==> config.mk <==
export PLATFORM = sky130hd
export DESIGN_NAME = cfst_regs
export DESIGN_NICKNAME = d
export VERILOG_FILES = /design/src/rtl/cfst_regs.v
export VERILOG_INCLUDE_DIRS = /design/src /design/src/pkg
export SDC_FILE = /design/constraint.sdc
export NUM_CORES = 1
export LEC_CHECK = 0
export ABC_AREA = 1
export BUFFER_PORTS_ARGS = -buffer_cell sky130_fd_sc_hd__clkbuf_2
export CAP_MARGIN = 20
export CORE_UTILIZATION = 52
export CTS_CLUSTER_DIAMETER = 120
export DETAILED_ROUTE_END_ITERATION = 8
export PLACE_DENSITY = 0.79
export REMOVE_ABC_BUFFERS = 1
export SETUP_SLACK_MARGIN = 0.02
export SLEW_MARGIN = 20
export SYNTH_ARGS = -nofsm -noshare
export SYNTH_HDL_FRONTEND = slang
export SYNTH_SLANG_ARGS = --single-unit
==> constraint.sdc <==
create_clock -name ref_clk -period 4.4 [get_ports ref_clk]
set_input_delay 1.32 -clock ref_clk [delete_from_list [all_inputs] [get_ports ref_clk]]
set_output_delay 1.32 -clock ref_clk [all_outputs]
set_load 0.05 [all_outputs]
==> src/pkg/cfst_map.vh <==
// register map, field positions and constants of the camera feature/status/time-base block
`ifndef CFST_MAP_VH
`define CFST_MAP_VH

// byte addresses on the register bus
`define CFST_ADDR_FEAT1 32'hf1000040
`define CFST_ADDR_FEAT2 32'hf1000044
`define CFST_ADDR_FEAT3 32'hf1000048
`define CFST_ADDR_FEAT4 32'hf100004c
`define CFST_ADDR_STHDR 32'hf1000100
`define CFST_ADDR_STFLG 32'hf1000104
`define CFST_ADDR_SIZE 32'hf1000200
`define CFST_ADDR_TBASE 32'hf1000208

// feature presence words (msb-first numbering: feature n sits at verilog bit 31-n)
`define CFST_FEAT1_VAL 32'hc0000000
`define CFST_FEAT2_VAL 32'h00000000
`define CFST_FEAT3_VAL 32'h80000000
`define CFST_FEAT4_VAL 32'h00000000

// field positions, verilog numbering
`define CFST_PRESENT_BIT 31
`define CFST_IDLE_BIT 0
`define CFST_ISO_BIT 3
`define CFST_ARMED_BIT 16
`define CFST_HDR_ID_MSB 7
`define CFST_HDR_ID_LSB 0
`define CFST_COLS_MSB 31
`define CFST_COLS_LSB 16
`define CFST_ROWS_MSB 15
`define CFST_ROWS_LSB 0
`define CFST_OFS_MSB 23
`define CFST_OFS_LSB 12
`define CFST_TBID_MSB 3
`define CFST_TBID_LSB 0

// time-base codes and periods in microseconds
`define CFST_TBID_MAX 4'h9
`define CFST_TBID_RESET 4'h4
`define CFST_TB0_US 10'h001
`define CFST_TB1_US 10'h002
`define CFST_TB2_US 10'h005
`define CFST_TB3_US 10'h00a
`define CFST_TB4_US 10'h014
`define CFST_TB5_US 10'h032
`define CFST_TB6_US 10'h064
`define CFST_TB7_US 10'h0c8
`define CFST_TB8_US 10'h1f4
`define CFST_TB9_US 10'h3e8
`define CFST_SHUT_MIN 12'h001

// status poll spacing
`define CFST_POLL_GAP_MS 5
`define CFST_CLK_KHZ 200000
`define CFST_GAP_W 24

`endif

==> src/rtl/cfst_regs.v <==
// register bank: feature presence, camera status, sensor size and exposure time base
//
// Summary of operation
// - four presence words flag present features
// - absent feature space answers with bus error
// - idle flag when not capturing/sending; iso flag
// - armed flag while external trigger configured
// - status read within 5 ms of the last one stalled
// - status flags live, short pulses may be missed
// - presence bit set in the status header and time-base words only
// - read-only size word: columns, rows
// - size matches largest partial-scan image
// - shutter count accepted only 1 to 4095
// - integration time = shutter times time base
// - time-base code 0-9 selects the period
// - reset time base is 20 us
// - base changed when idle, applied on shutter write
// - fixed exposure offset reported, added to exposure
// - absolute-value control block reported absent
//
// The implementer's own choice: the APB slave port.
`timescale 1ns/1ps
`include "cfst_map.vh"

module cfst_regs #(
	parameter [`CFST_GAP_W-1:0] POLL_GAP_CYC = `CFST_POLL_GAP_MS * `CFST_CLK_KHZ,
	parameter [15:0] SENSOR_COLUMNS = 16'h0280,
	parameter [15:0] SENSOR_ROWS = 16'h01e0,
	parameter [11:0] EXPOSURE_FIXED_OFFSET = 12'h000,
	// implementation id, arbitrary value
	parameter [7:0] STATUS_IMPL_ID = 8'h5a
) (
	// clock and reset
	input wire ref_clk,
	input wire rst,
	// apb slave
	input wire psel,
	input wire penable,
	input wire pwrite,
	input wire [31:0] paddr,
	input wire [31:0] pwdata,
	output reg [31:0] prdata,
	output reg pready,
	output reg pslverr,
	// camera state, same clock
	input wire camCapturing,
	input wire camSending,
	input wire extTrigConfigured,
	// shutter register write from the control core
	input wire shutterWrStb,
	input wire [11:0] shutterVal,
	// exposure results and idle flag
	output reg [21:0] integrationUs,
	output reg [22:0] exposureUs,
	output reg [3:0] activeUnitCode,
	output reg idleFlag
);

////////////////////////////////////////////////////////////////////////////////
// state

reg [3:0] selUnitCode_r;
reg [3:0] selUnitCode_nxt;
reg [`CFST_GAP_W-1:0] gapCnt_r;
reg [11:0] shutter_r;
reg isoFlag_r;
reg armedFlag_r;
reg [9:0] unitUs;
reg [21:0] intProd;
reg [31:0] rdMux;
reg decHit;
reg isStatus;

wire accessPh;
wire doneXfer;
wire wrDone;
wire statusDone;
wire idleNow;

assign accessPh = psel & penable;
assign doneXfer = accessPh & pready;
assign wrDone = doneXfer & pwrite & ~pslverr;
assign idleNow = ~camCapturing & ~camSending;
assign statusDone = doneXfer & ~pwrite & isStatus;

////////////////////////////////////////////////////////////////////////////////
// address decode and read data (bit 0 of the documents is verilog bit 31)

always @* begin
	rdMux = 32'h00000000;
	decHit = 1'b1;
	isStatus = 1'b0;
	case (paddr)
	`CFST_ADDR_FEAT1: begin
		rdMux = `CFST_FEAT1_VAL;
	end
	`CFST_ADDR_FEAT2: begin
		rdMux = `CFST_FEAT2_VAL;
	end
	`CFST_ADDR_FEAT3: begin
		rdMux = `CFST_FEAT3_VAL;
	end
	`CFST_ADDR_FEAT4: begin
		rdMux = `CFST_FEAT4_VAL;
	end
	`CFST_ADDR_STHDR: begin
		isStatus = 1'b1;
		rdMux[`CFST_PRESENT_BIT] = 1'b1;
		rdMux[`CFST_HDR_ID_MSB:`CFST_HDR_ID_LSB] = STATUS_IMPL_ID;
	end
	`CFST_ADDR_STFLG: begin
		isStatus = 1'b1;
		rdMux[`CFST_IDLE_BIT] = idleFlag;
		rdMux[`CFST_ISO_BIT] = isoFlag_r;
		rdMux[`CFST_ARMED_BIT] = armedFlag_r;
	end
	`CFST_ADDR_SIZE: begin
		rdMux[`CFST_COLS_MSB:`CFST_COLS_LSB] = SENSOR_COLUMNS;
		rdMux[`CFST_ROWS_MSB:`CFST_ROWS_LSB] = SENSOR_ROWS;
	end
	`CFST_ADDR_TBASE: begin
		rdMux[`CFST_PRESENT_BIT] = 1'b1;
		rdMux[`CFST_OFS_MSB:`CFST_OFS_LSB] = EXPOSURE_FIXED_OFFSET;
		rdMux[`CFST_TBID_MSB:`CFST_TBID_LSB] = selUnitCode_r;
	end
	default: begin
		decHit = 1'b0;
	end
	endcase
end

////////////////////////////////////////////////////////////////////////////////
// apb handshake; a status read waits out the poll gap before answering

always @(posedge ref_clk) begin
	if (rst) begin
		pready <= 1'b0;
		pslverr <= 1'b0;
		prdata <= 32'h00000000;
	end else if (accessPh & ~pready & ~(isStatus & ~pwrite & (gapCnt_r != 0))) begin
		pready <= 1'b1;
		pslverr <= ~decHit;
		prdata <= pwrite ? 32'h00000000 : rdMux;
	end else begin
		pready <= 1'b0;
		pslverr <= 1'b0;
		prdata <= 32'h00000000;
	end
end

// gap restarts on every completed status read
always @(posedge ref_clk) begin
	if (rst) begin
		gapCnt_r <= {`CFST_GAP_W{1'b0}};
	end else if (statusDone) begin
		gapCnt_r <= POLL_GAP_CYC;
	end else if (gapCnt_r != 0) begin
		gapCnt_r <= gapCnt_r - 1'b1;
	end
end

////////////////////////////////////////////////////////////////////////////////
// live status flags, one cycle of sampling, no stretching

always @(posedge ref_clk) begin
	if (rst) begin
		idleFlag <= 1'b1;
		isoFlag_r <= 1'b0;
		armedFlag_r <= 1'b0;
	end else begin
		idleFlag <= idleNow;
		isoFlag_r <= camSending;
		armedFlag_r <= extTrigConfigured;
	end
end

////////////////////////////////////////////////////////////////////////////////
// time-base selection; a busy camera keeps its old selection

always @* begin
	selUnitCode_nxt = selUnitCode_r;
	if (wrDone && paddr == `CFST_ADDR_TBASE && idleFlag
		&& pwdata[`CFST_TBID_MSB:`CFST_TBID_LSB] <= `CFST_TBID_MAX) begin
		selUnitCode_nxt = pwdata[`CFST_TBID_MSB:`CFST_TBID_LSB];
	end
end

// selection takes effect only with the next accepted shutter count
always @(posedge ref_clk) begin
	if (rst) begin
		selUnitCode_r <= `CFST_TBID_RESET;
		activeUnitCode <= `CFST_TBID_RESET;
		shutter_r <= `CFST_SHUT_MIN;
	end else begin
		selUnitCode_r <= selUnitCode_nxt;
		if (shutterWrStb && shutterVal >= `CFST_SHUT_MIN) begin
			shutter_r <= shutterVal;
			activeUnitCode <= selUnitCode_r;
		end
	end
end

////////////////////////////////////////////////////////////////////////////////
// exposure arithmetic

always @* begin
	case (activeUnitCode)
	4'h0: unitUs = `CFST_TB0_US;
	4'h1: unitUs = `CFST_TB1_US;
	4'h2: unitUs = `CFST_TB2_US;
	4'h3: unitUs = `CFST_TB3_US;
	4'h4: unitUs = `CFST_TB4_US;
	4'h5: unitUs = `CFST_TB5_US;
	4'h6: unitUs = `CFST_TB6_US;
	4'h7: unitUs = `CFST_TB7_US;
	4'h8: unitUs = `CFST_TB8_US;
	4'h9: unitUs = `CFST_TB9_US;
	default: unitUs = `CFST_TB4_US;
	endcase
	intProd = {10'h000, shutter_r} * {12'h000, unitUs};
end

// results lag the shutter write by two cycles
always @(posedge ref_clk) begin
	if (rst) begin
		integrationUs <= 22'h000000;
		exposureUs <= 23'h000000;
	end else begin
		integrationUs <= intProd;
		exposureUs <= {1'b0, intProd} + {11'h000, EXPOSURE_FIXED_OFFSET};
	end
end

endmodule

==> summary by stage <==
Layout
The number of standard cells in the layout, taps in and fillers out is about 1600. The filler cell count in the final layout is 1344. The count of nets after finishing is 1595. The area growth from synthesis to layout is 20.1%.

The antenna diode instance count is 0. The total area of multi-input combinational cells is ~6000 µm². Leaving out fill and tap cells, the most frequent cells in the layout are 279 x nand2_1, 228 x inv_1, 150 x nor2_1.

In the final layout, the share of cells above drive strength 1 is between 20% and 30%. The library cell used most frequently in the layout, excluding fill and tap cells, is nand2_1. The sequential cell area in the final layout is roughly 1900 µm². The core occupancy in the finished layout is 64.6%.

Synthesis
The count of unique library cells instantiated by Yosys is 39. The synthesized design contains 92 register bits. The number of warnings issued by yosys is 0. The average cell area after synthesis is between 7 and 8 µm². The synthesized area is around 8600 µm². The share of the Yosys chip area taken by registers is 21.3%. The post-synthesis instance total is 1229.

Setup path
The category of the worst setup path capture point is a register. Of all nets on the critical path, the largest fanout is 5. By instance count, the cell type seen most on the critical path is nand2_1. The critical path class is reg -> reg. The largest stage delay on the critical path is approximately 0.56 ns. STA puts the critical path data required time at about 4.7 ns. The nature of the critical path startpoint is a register. STA puts the critical path data arrival time at 4.81 ns. Traced cell by cell, the critical path runs through buf_4 > buf_4 > nand2_1 > fa_1 > inv_1 > fa_1 > ha_1 > fa_1 > inv_1 > fa_1 > inv_1 > ha_4 > nand2_1 > inv_1 > nand2_1 > nand2_1 > nand2_1 > nand3_2 > nand2_2 > nand3_1 > nand2_1 > nor2_1. The standard cell with the maximum stage delay on the critical path is fa_1.

STA
Once routing completed, OpenROAD measured the worst setup slack at -0.119 ns. The total negative slack for setup checks is -0.831 ns. Setup repair after global routing could not meet its margin everywhere. The count of final hold-check violations was 0.

Setup violations remaining at the end of the flow were counted as 12. The relative slew slack is just under 50%. The count of pins over their slew limit was 0. The slew at the pin closest to its max-slew limit is 0.758 ns. The final worst hold slack is about 0.45 ns. The worst path uses 103% of the clock period. Derived from the worst setup path, the maximum achievable clock frequency is ~0.22 GHz. Clock skew on the completed layout was measured at approximately 0.011 ns. The time the final worst path needs with I/O delays and setup is between 4 and 5 ns.

Worst hold path
The tightest min-delay check is of the reg -> reg type.

Clocking
The number of hold buffers added after CTS is 0. The clock reaches the later pin of the worst-skew pair after around 0.35 ns. The deepest clock path buffer count is 2. The CTS tree is done. The H-tree was split into 3 levels. The clock slew seen by the registers of the worst setup and hold paths is around 0.07 ns. Counting every sink on the clock net gives 92. The root buffer selected by CTS is clkbuf_16. Counting the buffers created by CTS gives 9.

Place
The cell count after placement is 1571. The count of input and output buffers is roughly 120. The placed wire-length estimate after detailed placement is around 16000 µm. Routability-driven placement finished with a final weighted congestion of 0.944.

Routing
The wire length reported by the detailed router is 21000 µm. The remaining design rule violation count is 0. The post-detailed-route count of antenna-violating nets is 0.

In the final routed layout, each cell accounts on average for ~13 µm. In the routed layout, each cell is associated on average with a via count of 4.97. The first-iteration detailed-routing DRC count is around 530. The first detailed-routing pass took 5 iterations. The via total after detailed routing is 7904.

Floorplan
Pin placement for this block handled ~170 I/O pins. Measured along the x axis, the die boundary spans about 130 µm. The core region is 16100 µm².

After floorplanning, the core was divided into 46 placement rows. The starting density of the core is 53.8%. The die area is roughly 17000 µm². In this run the vertical extent of the chip is around 130 µm.

Status
The checks that failed: setup timing. The run finished, with violations left.

Pwr
For this design the static power due to leakage is between 0.006 and 0.007 µW. The power density over cell area is about 390 nW/µm². The peak supply drop is 0.000449 V. The total power is 4050 µW.

Global routing
The largest net degree at the start of global routing is 24. The wire length of the first global-routing pass is between 30000 and 40000 µm. Global routing used between 20% and 30% of the available tracks. Summed over all layers, the global routing overflow is 0.

The number of global-route vias before repair is 7766. The initial antenna violation count came to 0.

Job
Max-cap violations in this run came to 0.
area by class of cell:
class                           instances  area share, %
Clock buffer                           10           2.30
Sequential cell                        92           18.3
Inverter                              241           8.72
Tap cell                              216           2.60
Multi-Input combinational cell        837           56.3
Clock inverter                          6          0.892
Timing Repair Buffer                  188           11.0
state kept, by name, indices dropped and copies added (netlist names):
signal / flops
isoFlag_r: 1
prdata: 11
pready: 1
pslverr: 1
selUnitCode_r: 4
exposureUs: 22
activeUnitCode: 4
armedFlag_r: 1
gapCnt_r: 24
shutter_r: 12
idleFlag: 1
unitUs: 10
cells in the mapped netlist (all sizes together):
| library cell | count | share of area, % |
|---|---|---|
| nand2 | 309 | 14 |
| inv | 241 | 10 |
| nor2 | 172 | 8.1 |
| dfxtp | 92 | 21 |
| fa | 78 | 18 |
| ha | 63 | 9.1 |
| nand3 | 63 | 4.3 |
| a21oi | 48 | 2.8 |
| buf | 48 | 4.2 |
| o21ai | 31 | 1.8 |
| clkbuf | 29 | 1.4 |
| nand4 | 11 | 0.97 |
| nor3 | 11 | 0.77 |
| xor2 | 8 | 0.81 |
| nand3b | 7 | 0.61 |
| xnor2 | 6 | 0.61 |
| or2 | 3 | 0.22 |
| and2 | 2 | 0.14 |
| o21bai | 2 | 0.17 |
| a21o | 1 | 0.087 |
| and3 | 1 | 0.087 |
| conb | 1 | 0.043 |
| nor4 | 1 | 0.072 |
| o21a | 1 | 0.087 |
routing by layer:
metal	global-route usage (%)	vias up	wire length, µm
met5	0	-	0
met4	10.7	0	579
met3	4.76	47	1080
met2	49.0	275	11000
met1	29.2	3663	8340
li1	-	3919	-
logic make-up after synthesis:
group | synth area share, %
AO/OA/AOI/OAI | 4.92
adder cells (fa/ha/maj) | 27.2
AND/OR/NAND/NOR | 29.0
buffers and inverters | 16.0
other | 0.0434
XOR/XNOR | 1.42
flip-flops | 21.3
timing repair:
item,CTS,global route
pin swaps,46,11
resized for setup,97,24
endpoints found under the setup margin,14,15
buffers inserted,3,0
worst max-delay path: cells and delay by family, from the launching register on:
| family | cells | cell delay, ns |
|---|---|---|
| adders and majority gates | 6 | 2.71 |
| buffers and inverters | 6 | 0.53 |
| DFF | 1 | 0.38 |
| and+or+nand+nor | 10 | 0.83 |
path summary, 6_finish.rpt:
path | start | end | slack (ns) | cells past startpoint
max | unitUs[3] | exposureUs[20] | -0.12 | 22
min | armedFlag_r | prdata[16] | 0.45 | 2
max reg2reg | unitUs[3] | exposureUs[20] | -0.12 | 22
min reg2reg | armedFlag_r | prdata[16] | 0.45 | 2
where the power goes:
group	internal [µW]	switching, µW
registers	977	133
logic	737	1350
clock network	518	336
total	2230	1810
metrics by stage:
step / setup WS [ns] / cell area (µm²)
after detailed placement: -0.361 / 9610
after global routing: -0.303 / 10400
final: -0.119 / 10400
after global placement: -0.326 / 9610
after floorplan: -0.0930 / 8220
after CTS: -0.0413 / 10300
(Power assumes the default switching activity.)
